**src/media_surface_regs.vh**
```
/*
  constants for the media surface address generator: tile mode codes,
  element size codes, compression type codes, tile constants and shifts.
  assumes it is included once per file by its bare name.
*/
`ifndef MEDIA_SURFACE_REGS_VH
`define MEDIA_SURFACE_REGS_VH

// tile mode codes
`define TILE_LINEAR 3'h0
`define TILE_HORIZ 3'h1
`define TILE_LEGACY_VERT 3'h2
`define TILE_STD_4KB 3'h3
`define TILE_STD_64KB 3'h4

// element size codes
`define BPE_8 3'h0
`define BPE_16 3'h1
`define BPE_32 3'h2
`define BPE_64 3'h3
`define BPE_128 3'h4

// element size in bytes, used for edge replication
`define BYTES_8 5'h01
`define BYTES_16 5'h02
`define BYTES_32 5'h04
`define BYTES_64 5'h08
`define BYTES_128 5'h10

// surface type code of a two-dimensional surface
`define SURF_TYPE_2D 3'h1

// compression types selected by format
`define CMP_NONE 3'h0
`define CMP_Y8 3'h1
`define CMP_UV8 3'h2
`define CMP_Y16 3'h3
`define CMP_YUV422 3'h4

// surface format codes that compress
`define FMT_R8G8_UNORM 9'h106
`define FMT_R8G8_UINT 9'h109
`define FMT_R16_UNORM 9'h10a
`define FMT_R16_UINT 9'h10d
`define FMT_A16_UNORM 9'h113
`define FMT_R8_UNORM 9'h140
`define FMT_R8_UINT 9'h143
`define FMT_A8_UNORM 9'h144
`define FMT_YCRCB_NORMAL 9'h182
`define FMT_YCRCB_SWAPUVY 9'h183
`define FMT_YCRCB_SWAPUV 9'h18f
`define FMT_YCRCB_SWAPY 9'h190

// row and column tile constants per mode
`define ROW_C_LINEAR 4'h0
`define COL_C_LINEAR 4'h0
`define ROW_C_HORIZ 4'h3
`define COL_C_HORIZ 4'h9
`define ROW_C_LEGACY 4'h5
`define COL_C_LEGACY 4'h7
`define ROW_C_64KB_WIDE 4'h6
`define COL_C_64KB_WIDE 4'ha
`define ROW_C_4KB_WIDE 4'h4
`define COL_C_4KB_WIDE 4'h8
`define ROW_C_64KB_MID 4'h7
`define COL_C_64KB_MID 4'h9
`define ROW_C_4KB_MID 4'h5
`define COL_C_4KB_MID 4'h7
`define ROW_C_64KB_BYTE 4'h8
`define COL_C_64KB_BYTE 4'h8
`define ROW_C_4KB_BYTE 4'h6
`define COL_C_4KB_BYTE 4'h6

// placement of the tile index in the offset
`define SHIFT_NONE 5'h00
`define SHIFT_4KB 5'h0c
`define SHIFT_64KB 5'h10

// dword scaling of x and tag granule of compression metadata
`define DWORD_SHIFT 2
`define TAG_GRANULE_SHIFT 8

`endif

```
**src/coord_clamp_uv.v**
```verilog
/*
  clamps a signed block coordinate into the surface and forms the byte
  column and row coordinates. combinational; assumes width and height
  are at least one.
*/
`timescale 1ns/1ps
`include "media_surface_regs.vh"

module coord_clamp_uv #(
  parameter COORD_W = 16,
  parameter DIM_W = 14
) (
  // request coordinate
  input wire signed [COORD_W-1:0] x_i,
  input wire signed [COORD_W-1:0] y_i,
  // surface geometry
  input wire [DIM_W-1:0] width_i,
  input wire [DIM_W-1:0] height_i,
  input wire [DIM_W-1:0] x_offset_i,
  input wire [DIM_W-1:0] y_offset_i,
  input wire [DIM_W-1:0] line_stride_i,
  input wire [DIM_W-1:0] line_stride_offset_i,
  // results
  output reg [DIM_W-1:0] u_o,
  output reg [DIM_W-1:0] v_o,
  output reg oob_o
);

  reg [DIM_W-1:0] cx;
  reg [DIM_W-1:0] cy;
  reg x_out;
  reg y_out;
  reg [2*DIM_W-1:0] v_wide;
  reg [DIM_W+1:0] u_wide;

  always @* begin
    // edge pixels are replicated by pinning to the first or last row or column
    x_out = 1'b1;
    if (x_i[COORD_W-1]) begin
      cx = {DIM_W{1'b0}}; // RULE1
    end else if ($unsigned(x_i) >= {{(COORD_W-DIM_W){1'b0}}, width_i}) begin
      cx = width_i - 1'b1; // RULE1
    end else begin
      cx = x_i[DIM_W-1:0];
      x_out = 1'b0;
    end
    y_out = 1'b1;
    if (y_i[COORD_W-1]) begin
      cy = {DIM_W{1'b0}}; // RULE1
    end else if ($unsigned(y_i) >= {{(COORD_W-DIM_W){1'b0}}, height_i}) begin
      cy = height_i - 1'b1; // RULE1
    end else begin
      cy = y_i[DIM_W-1:0];
      y_out = 1'b0;
    end
    oob_o = x_out | y_out;
    u_wide = {2'b00, x_offset_i} + {cx, {`DWORD_SHIFT{1'b0}}}; // RULE2
    u_o = u_wide[DIM_W-1:0];
    // interlaced fields come from stride and stride offset
    v_wide = {{DIM_W{1'b0}}, y_offset_i} + {{DIM_W{1'b0}}, line_stride_offset_i}
      + line_stride_i * cy; // RULE3
    v_o = v_wide[DIM_W-1:0];
  end

endmodule

```
**src/tile_offset_swizzle.v**
```verilog
/*
  maps byte column u and row v into the surface offset for the linear,
  horizontal, legacy vertical and standard 4kb and 64kb tile layouts.
  combinational; pitch is in bytes.
*/
`timescale 1ns/1ps
`include "media_surface_regs.vh"

module tile_offset_swizzle #(
  parameter ADDR_W = 39
) (
  // coordinates and layout
  input wire [13:0] u_i,
  input wire [13:0] v_i,
  input wire [17:0] pitch_i,
  input wire [2:0] tile_mode_i,
  input wire [2:0] bpe_i,
  // offset
  output reg [ADDR_W-1:0] offset_o
);

  reg [3:0] row_c;
  reg [3:0] col_c;
  reg [4:0] lsh;
  reg [15:0] low;
  reg [13:0] u_hi;
  reg [13:0] v_hi;
  reg [17:0] p_hi;
  reg [32:0] tiles;
  reg [48:0] placed;
  reg wide;
  reg byte_el;

  always @*begin
    wide = (bpe_i == `BPE_64) || (bpe_i == `BPE_128);
    byte_el = (bpe_i == `BPE_8);
    // cache line bits are the same in every vertical layout
    low = {10'h000, v_i[1:0], u_i[3:0]};
    row_c = `ROW_C_LINEAR; // RULE5
    col_c = `COL_C_LINEAR; // RULE5
    lsh = `SHIFT_NONE;
    case (tile_mode_i)
      `TILE_HORIZ: begin
        row_c = `ROW_C_HORIZ; // RULE6
        col_c = `COL_C_HORIZ;
        lsh = `SHIFT_4KB;
        low = {4'h0, v_i[2:0], u_i[8:0]}; // RULE6
      end
      `TILE_LEGACY_VERT: begin
        row_c = `ROW_C_LEGACY; // RULE7
        col_c = `COL_C_LEGACY;
        lsh = `SHIFT_4KB;
        low[11:6] = {u_i[6], u_i[5], u_i[4], v_i[4], v_i[3], v_i[2]}; // RULE7
      end
      `TILE_STD_4KB: begin
        lsh = `SHIFT_4KB;
        if (wide) begin
          row_c = `ROW_C_4KB_WIDE; // RULE8
          col_c = `COL_C_4KB_WIDE;
          low[11:6] = {u_i[7], v_i[3], u_i[6], v_i[2], u_i[5], u_i[4]};
        end else if (byte_el) begin
          row_c = `ROW_C_4KB_BYTE; // RULE10
          col_c = `COL_C_4KB_BYTE;
          low[11:6] = {u_i[5], v_i[5], u_i[4], v_i[4], v_i[3], v_i[2]};
        end else begin
          row_c = `ROW_C_4KB_MID; // RULE9
          col_c = `COL_C_4KB_MID;
          low[11:6] = {u_i[6], v_i[4], u_i[5], v_i[3], u_i[4], v_i[2]};
        end
      end
      `TILE_STD_64KB: begin
        lsh = `SHIFT_64KB;
        if (wide) begin
          row_c = `ROW_C_64KB_WIDE; // RULE8
          col_c = `COL_C_64KB_WIDE;
          low[15:6] = {u_i[9], v_i[5], u_i[8], v_i[4], // RULE8
            u_i[7], v_i[3], u_i[6], v_i[2], u_i[5], u_i[4]};
        end else if (byte_el) begin
          row_c = `ROW_C_64KB_BYTE; // RULE10
          col_c = `COL_C_64KB_BYTE;
          low[15:6] = {u_i[7], v_i[7], u_i[6], v_i[6], // RULE10
            u_i[5], v_i[5], u_i[4], v_i[4], v_i[3], v_i[2]};
        end else begin
          row_c = `ROW_C_64KB_MID; // RULE9
          col_c = `COL_C_64KB_MID;
          low[15:6] = {u_i[8], v_i[6], u_i[7], v_i[5], // RULE9
            u_i[6], v_i[4], u_i[5], v_i[3], u_i[4], v_i[2]};
        end
      end
      default: begin
        low = 16'h0000; // RULE5
      end
    endcase
    u_hi = u_i >> col_c;
    v_hi = v_i >> row_c;
    p_hi = pitch_i >> col_c;
    // tile index, or for linear the byte offset itself
    // product widened first; inside a concatenation it would keep only 18 bits
    tiles = {19'h00000, v_hi} * {15'h0000, p_hi} + {19'h00000, u_hi};
    placed = {16'h0000, tiles} << lsh;
    offset_o = placed[ADDR_W-1:0] | {{(ADDR_W-16){1'b0}}, low};
  end

endmodule

```
**src/media_surface_address_gen.v**
```verilog
/*
  media surface address generator: clamps block pixel coordinates,
  forms u and v, tiles them into a byte address and marks compressed
  reads and writes for the memory side. assumes surface state is held
  steady while requests flow and that the memory side accepts one
  request per cycle; two cycles from request to address.
*/
// Operation
// RULE1 - clamp x to 0..width-1 and y to 0..height-1 first
// RULE2 - u is surface x offset plus four times clamped x
// RULE3 - v is y offset plus stride offset plus stride times clamped y
// RULE4 - byte address is surface base plus tiled offset
// RULE5 - linear: constants zero, offset u plus v times pitch
// RULE6 - horizontal tiling: row 3, column 9, v2..0 and u8..0 low
// RULE7 - legacy vertical tiling: row 5, column 7, bits u6 u5 u4 v4 v3 v2
// RULE8 - 64/128-bit: 64kb row 6 column 10, 4kb row 4 column 8
// RULE9 - 16/32-bit: 64kb row 7 column 9, 4kb row 5 column 7
// RULE10 - 8-bit: 64kb row 8 column 8, 4kb row 6 column 6
// RULE11 - software aligns tiled surface base to the tile size
// RULE12 - compressed surfaces are decompressed on reads
// RULE13 - compression tags come from the slack between width and pitch
// RULE14 - writes to compressible surfaces store uncompressed blocks
// RULE15 - software selects gpu coherence when compression is on
// RULE16 - software aligns base to 32 bytes, width to dwords
// RULE17 - software makes linear pitch a multiple of 64 bytes
// RULE18 - writes to linear or horizontal tiling are at most 16 rows
// RULE19 - writes and 4:2:2 formats use dword-aligned offset and width
// RULE20 - block offset and width align to the pixel size
// RULE21 - data passes unconverted; only two-dimensional surfaces accepted
// RULE22 - uncompressed surfaces use format only for edge replication
// RULE23 - compressible surfaces also take compression type from format
`timescale 1ns/1ps
`include "media_surface_regs.vh"

module media_surface_address_gen #(
  parameter COORD_W = 16,
  parameter DIM_W = 14,
  parameter ADDR_W = 39,
  parameter DATA_W = 32
) (
  // clock and reset
  input wire sys_clk_i,
  input wire rst_i,
  // surface state
  input wire [ADDR_W-1:0] surf_base_i,
  input wire [DIM_W-1:0] surf_width_i,
  input wire [DIM_W-1:0] surf_height_i,
  input wire [17:0] surf_pitch_i,
  input wire [DIM_W-1:0] surf_x_offset_i,
  input wire [DIM_W-1:0] surf_y_offset_i,
  input wire [DIM_W-1:0] line_stride_i,
  input wire [DIM_W-1:0] line_stride_offset_i,
  input wire [2:0] tile_mode_i,
  input wire [2:0] bpe_i,
  input wire [8:0] surf_format_i,
  input wire [2:0] surf_type_i,
  input wire compress_en_i,
  // request from the media message path
  input wire req_valid_i,
  input wire req_write_i,
  input wire signed [COORD_W-1:0] req_x_i,
  input wire signed [COORD_W-1:0] req_y_i,
  input wire [DATA_W-1:0] req_wdata_i,
  // request to memory
  output reg mem_valid_o,
  output reg mem_write_o,
  output reg [ADDR_W-1:0] mem_addr_o,
  output reg [DATA_W-1:0] mem_wdata_o,
  output reg mem_decompress_o,
  output reg mem_store_uncomp_o,
  output reg [2:0] mem_cmp_type_o,
  output reg [ADDR_W-1:0] mem_tag_addr_o,
  output reg [4:0] repl_bytes_o,
  output reg oob_o,
  output reg type_err_o,
  // read data from memory and back to the requester
  input wire mem_rvalid_i,
  input wire [DATA_W-1:0] mem_rdata_i,
  output reg rsp_valid_o,
  output reg [DATA_W-1:0] rsp_data_o
);

  wire [DIM_W-1:0] u_w;
  wire [DIM_W-1:0] v_w;
  wire oob_w;
  wire [ADDR_W-1:0] tile_off_w;

  reg s1_valid_r;
  reg s1_write_r;
  reg s1_oob_r;
  reg [DIM_W-1:0] s1_u_r;
  reg [DIM_W-1:0] s1_v_r;
  reg [DATA_W-1:0] s1_wdata_r;
  reg type_err_nxt;
  reg [2:0] cmp_type_nxt;
  reg [4:0] repl_nxt;
  reg [31:0] row_base;
  reg [ADDR_W-1:0] tag_addr_nxt;
  reg accept;

  coord_clamp_uv #(
    .COORD_W(COORD_W),
    .DIM_W(DIM_W)
  ) u_clamp (
    .x_i(req_x_i),
    .y_i(req_y_i),
    .width_i(surf_width_i),
    .height_i(surf_height_i),
    .x_offset_i(surf_x_offset_i),
    .y_offset_i(surf_y_offset_i),
    .line_stride_i(line_stride_i),
    .line_stride_offset_i(line_stride_offset_i),
    .u_o(u_w),
    .v_o(v_w),
    .oob_o(oob_w)
  );

  tile_offset_swizzle #(
    .ADDR_W(ADDR_W)
  ) u_swizzle (
    .u_i(s1_u_r[13:0]),
    .v_i(s1_v_r[13:0]),
    .pitch_i(surf_pitch_i),
    .tile_mode_i(tile_mode_i),
    .bpe_i(bpe_i),
    .offset_o(tile_off_w)
  );

  always @* begin
    // only two-dimensional surfaces are served; others are dropped
    accept = req_valid_i && (surf_type_i == `SURF_TYPE_2D); // RULE21
    type_err_nxt = req_valid_i && (surf_type_i != `SURF_TYPE_2D); // RULE21
  end

  always @* begin
    // element size decides how edge pixels replicate
    case (bpe_i)
      `BPE_8: repl_nxt = `BYTES_8; // RULE22
      `BPE_16: repl_nxt = `BYTES_16;
      `BPE_32: repl_nxt = `BYTES_32;
      `BPE_64: repl_nxt = `BYTES_64;
      `BPE_128: repl_nxt = `BYTES_128;
      default: repl_nxt = `BYTES_32;
    endcase
  end

  always @* begin
    // unsupported formats fall back to no compression
    cmp_type_nxt = `CMP_NONE;
    if (compress_en_i) begin
      case (surf_format_i)
        `FMT_R8_UNORM, `FMT_R8_UINT, `FMT_A8_UNORM: cmp_type_nxt = `CMP_Y8; // RULE23
        `FMT_R8G8_UNORM, `FMT_R8G8_UINT: cmp_type_nxt = `CMP_UV8; // RULE23
        `FMT_R16_UNORM, `FMT_R16_UINT, `FMT_A16_UNORM: cmp_type_nxt = `CMP_Y16;
        `FMT_YCRCB_NORMAL, `FMT_YCRCB_SWAPUVY, `FMT_YCRCB_SWAPUV,
        `FMT_YCRCB_SWAPY: cmp_type_nxt = `CMP_YUV422;
        default: cmp_type_nxt = `CMP_NONE;
      endcase
    end
  end

  always @* begin
    // tags sit past the last pixel of the row, inside the pitch slack
    row_base = s1_v_r[13:0] * surf_pitch_i;
    tag_addr_nxt = surf_base_i + {{(ADDR_W-32){1'b0}}, row_base} // RULE13
      + {{(ADDR_W-DIM_W-`DWORD_SHIFT){1'b0}}, surf_width_i, {`DWORD_SHIFT{1'b0}}}
      + {{(ADDR_W-DIM_W){1'b0}}, (s1_u_r >> `TAG_GRANULE_SHIFT)};
  end

  // stage one: clamp and u/v
  always @(posedge sys_clk_i) begin
    if (rst_i) begin
      s1_valid_r <= 1'b0;
      s1_write_r <= 1'b0;
      s1_oob_r <= 1'b0;
      s1_u_r <= {DIM_W{1'b0}};
      s1_v_r <= {DIM_W{1'b0}};
      s1_wdata_r <= {DATA_W{1'b0}};
      type_err_o <= 1'b0;
    end else begin
      s1_valid_r <= accept;
      type_err_o <= type_err_nxt;
      if (accept) begin
        s1_write_r <= req_write_i;
        s1_oob_r <= oob_w; // RULE1
        s1_u_r <= u_w; // RULE2
        s1_v_r <= v_w; // RULE3
        s1_wdata_r <= req_wdata_i; // RULE21
      end
    end
  end

  // stage two: address and compression marks
  always @(posedge sys_clk_i) begin
    if (rst_i) begin
      mem_valid_o <= 1'b0;
      mem_write_o <= 1'b0;
      mem_addr_o <= {ADDR_W{1'b0}};
      mem_wdata_o <= {DATA_W{1'b0}};
      mem_decompress_o <= 1'b0;
      mem_store_uncomp_o <= 1'b0;
      mem_cmp_type_o <= `CMP_NONE;
      mem_tag_addr_o <= {ADDR_W{1'b0}};
      repl_bytes_o <= `BYTES_32;
      oob_o <= 1'b0;
    end else begin
      mem_valid_o <= s1_valid_r;
      if (s1_valid_r) begin
        mem_write_o <= s1_write_r;
        mem_addr_o <= surf_base_i + tile_off_w; // RULE4
        mem_wdata_o <= s1_wdata_r; // RULE21
        // reads of compressible surfaces expand through the tag
        mem_decompress_o <= compress_en_i && !s1_write_r; // RULE12
        // writes never compress, so the tag is reset to plain
        mem_store_uncomp_o <= compress_en_i && s1_write_r; // RULE14
        mem_cmp_type_o <= s1_write_r ? `CMP_NONE : cmp_type_nxt; // RULE23
        mem_tag_addr_o <= compress_en_i ? tag_addr_nxt : {ADDR_W{1'b0}}; // RULE13
        repl_bytes_o <= repl_nxt; // RULE22
        oob_o <= s1_oob_r;
      end
    end
  end

  // read data returns untouched; decompression happens on the memory side
  always @(posedge sys_clk_i) begin
    if (rst_i) begin
      rsp_valid_o <= 1'b0;
      rsp_data_o <= {DATA_W{1'b0}};
    end else begin
      rsp_valid_o <= mem_rvalid_i;
      if (mem_rvalid_i) begin
        rsp_data_o <= mem_rdata_i; // RULE21
      end
    end
  end

endmodule

```
**config.mk**
```make
export PLATFORM = sky130hd
export DESIGN_NAME = media_surface_address_gen
export DESIGN_NICKNAME = d
export VERILOG_FILES = /design/src/coord_clamp_uv.v /design/src/tile_offset_swizzle.v /design/src/media_surface_address_gen.v
export VERILOG_INCLUDE_DIRS = /design/src
export SDC_FILE = /design/constraint.sdc
export NUM_CORES = 2
export LEC_CHECK = 0
export BUFFER_PORTS_ARGS = -buffer_cell sky130_fd_sc_hd__clkbuf_2
export CAP_MARGIN = 5
export CORE_MARGIN = 2
export CORE_UTILIZATION = 42
export CTS_BUF_LIST = sky130_fd_sc_hd__clkbuf_4
export DETAILED_ROUTE_END_ITERATION = 7
export PLACE_DENSITY = 0.62
export SLEW_MARGIN = 20
export SYNTH_ARGS = -nofsm -noshare
export SYNTH_HDL_FRONTEND = slang
export SYNTH_SLANG_ARGS = --single-unit
```
**constraint.sdc**
```tcl
create_clock -name sys_clk_i -period 15.6 [get_ports sys_clk_i]
set_clock_uncertainty 0.2 [all_clocks]
set_input_delay 0.78 -clock sys_clk_i [delete_from_list [all_inputs] [get_ports sys_clk_i]]
set_output_delay 0.78 -clock sys_clk_i [all_outputs]
set_load 0.02 [all_outputs]
```
==> results.sh <==
export IMPL_status="complete, no violations"
export IMPL_layout_cells_non_filler=5992
export IMPL_critPathCaptureType="flop"
export IMPL_first_pass_iters=6
export IMPL_drc_errors=0
export IMPL_synth_cell_types=89
export IMPL_grt_total_usage=0.272
export IMPL_grt_pass1_vias=32400
export IMPL_yosys_top_cells_count="inv_1 (721), nand2_1 (614), fa_1 (527), nor2_1 (426), ha_1 (344)"
export IMPL_grt_max_degree=96
export IMPL_fin_crit_ps=12300
export IMPL_fp_dieH_um=298
export IMPL_ant_nets=0
export IMPL_wl_met2_um=56300
export IMPL_synth_largest_area_cell="fa_1"
export IMPL_cp_max_fo=41
export IMPL_finalCoreUtilization=0.479
export IMPL_clk_pin_slew_worst_paths_ps=60
export IMPL_synth_edf_count=0
export IMPL_io_buffers=417
export IMPL_p_leak_uw=0.0202
export IMPL_critPathKind="input pin to flop"
export IMPL_cpMostUsedCell="inv_1"
export IMPL_root_buffer="clkbuf_4"
export IMPL_numCtsBuffers=66
export IMPL_top_layer="met5"
export IMPL_cts_sinks=220
export IMPL_cpPeakStageDelay_ps=690
export IMPL_synth_top_flop_cell="dfxtp_1"
export IMPL_num_vias=31900
export IMPL_worst_pin_slew_ps=1180
export IMPL_rsz0062_at_grt="no"
export IMPL_synth_top_area_frac=0.291
export IMPL_insertion_delay_ps=820
export IMPL_clock_path_buffers=3
export IMPL_finalPower_uw=5990
export IMPL_max_freq_mhz=81.3
export IMPL_drtIter0Drc=2596
export IMPL_yosys_warnings=0
export IMPL_syn_nets=5540
export IMPL_vias_per_cell=5.32
export IMPL_fin_crit_sh=0.788
export IMPL_place_gp_congestion=0.957
export IMPL_start_kind="input pin"
export IMPL_async_reset_ff_frac=0
export IMPL_yosysMostFrequentCell="inv_1"
export IMPL_wl_met3_um=9010
export IMPL_rows=107
export IMPL_drive_gt1_frac=0.129
export IMPL_wl_um=120000
export IMPL_whs_ps=92.9
export IMPL_cts_max_level=3
export IMPL_synth_area_sq_um=36300
export IMPL_cap_violations=0
export IMPL_fp_dieW_um=298
export IMPL_boundaryPins=418
export IMPL_avgSynthCellArea_sq_um=8.23
export IMPL_cts_tree="yes"
export IMPL_vdd_ir_drop_max_mv=0.151
export IMPL_hold_viol_final=0
export IMPL_overflow=0
export IMPL_synth_area_leaders="fa_1 (29%), dfxtp_1 (12%), ha_1 (12%)"
export IMPL_worst_path_buf_inv=8
export IMPL_ys_seq_area_frac=0.121
export IMPL_hp_class="input pin to flop"
export IMPL_grt_antenna_before_repair=17
export IMPL_grt_first_pass_wirelength_um=188000
export IMPL_max_slew_margin_rel=0.208
export IMPL_ys_ff_latch=220
export IMPL_crit_slowest_cell="or2_2"
export IMPL_wire_per_inst_um=20.1
export IMPL_fillers=8612
export IMPL_cp_required_ps=16060
export IMPL_start_util=0.425
export IMPL_num_nets_final=5935
export IMPL_dp_cells=5812
export IMPL_critPathTopFamily="compound AO/OA/AOI/OAI gates"
export IMPL_setup_tns_ps=0
export IMPL_core_area_sq_um=85400
export IMPL_finalSetupViolations=0
export IMPL_syn_inst=4408
export IMPL_place_hpwl_um=97500
export IMPL_met1_length_um=49900
export IMPL_die_area_sq_um=88700
export IMPL_final_max_slew_violation_count=0
export IMPL_worstPathArrival_ps=12760
export IMPL_powerDensity_nw_per_um2=146
export IMPL_areaGrowthSynthToFinish_pct=12.7
## final timing paths
path	start	to	slack, ps	depth (start not counted)
worst min register to register	s1_wdata_r[25]	s1_wdata_r[25]	250	2
worst max register to register	s1_v_r[8]	mem_addr_o[38]	4800	45
worst min-delay path	mem_rdata_i[0]	rsp_data_o[0]	90	3
worst max-delay path	tile_mode_i[0]	mem_addr_o[38]	3300	45
## registers in the layout (all words and copies together), names as in the netlist
register / count
rsp_valid_o: 1
type_err_o: 1
s1_write_r: 1
oob_o: 1
mem_addr_o: 39
s1_v_r: 14
mem_cmp_type_o: 3
s1_valid_r: 1
s1_wdata_r: 32
mem_decompress_o: 1
s1_u_r: 14
mem_wdata_o: 32
mem_tag_addr_o: 39
mem_write_o: 1
mem_valid_o: 1
repl_bytes_o: 5
rsp_data_o: 32
s1_oob_r: 1
mem_store_uncomp_o: 1
## where the power goes
part           switching, uW  leakage (uW)  internal (uW)
registers               24.5       0.00178            588
logic                   2950        0.0179           1880
clock network            273      0.000448            266
total                   3250        0.0202           2740
## worst min-delay path, delay by kind of cell
| kind | cells | cell delay [ps] |
|---|---|---|
| AND/OR/NAND/NOR | 1 | 70 |
| multiplexers | 1 | 60 |
| buffers and inverters | 1 | 100 |
## logic make-up after synthesis
family	synth area share
AND/OR/NAND/NOR	0.173
AO/OA/AOI/OAI	0.113
buffers and inverters	0.0973
flip-flops	0.121
multiplexers	0.0465
XOR/XNOR	0.0384
adder cells (fa/ha/maj)	0.410
## per-stage QoR
step                      instance area [sq um]  worst slack [ps]
after floorplan                           36300              4970
after detailed placement                  39400              2930
after global routing                      40900              2450
after global placement                    39400              3090
final                                     40900              3300
after CTS                                 40800              3740
## timing repair
| action | 4_1_cts | 5_1_grt |
|---|---|---|
| hold endpoints to repair | 67 | 0 |
| endpoints found under the setup margin | 0 | 0 |
| buffers inserted | 0 | 0 |
| hold buffers | 67 | 0 |
| gates resized for setup | 0 | 0 |
## final cells by class
type | instances | area [sq um] | area share
Timing Repair Buffer | 530 | 3110 | 0.0761
Antenna cell | 8 | 20.0 | 0.000490
Inverter | 722 | 2710 | 0.0663
Multi-Input combinational cell | 3263 | 28400 | 0.695
Sequential cell | 220 | 4410 | 0.108
Clock buffer | 89 | 668 | 0.0163
Tap cell | 1144 | 1430 | 0.0350
Clock inverter | 16 | 100 | 0.00245
## cell usage in the layout, fill, tap and decap left out, types with 45 or more instances in the layout
| master | netlist | final |
|---|---|---|
| buf_4 | 6 | 46 |
| dlygate4sd3_1 | 0 | 67 |
| nor2_1 | 426 | 424 |
| a21o_1 | 72 | 72 |
| nand2b_1 | 45 | 45 |
| a21oi_1 | 236 | 236 |
| o21ai_0 | 106 | 105 |
| mux2i_1 | 155 | 155 |
| inv_1 | 721 | 720 |
| clkbuf_2 | 0 | 416 |
| and2_1 | 148 | 147 |
| clkbuf_4 | 0 | 89 |
| ha_1 | 344 | 344 |
| dfxtp_1 | 220 | 219 |
| nand3_1 | 48 | 48 |
| xnor2_1 | 104 | 103 |
| nand2_1 | 614 | 612 |
| fa_1 | 527 | 527 |
## layer usage
metal  track usage  vias to the layer above
met5             0                        -
met1         0.350                    15600
met4         0.112                       18
met2         0.448                     1157
met3        0.0528                      268
li1              -                    14800
Power figures use the tool's default switching activity.
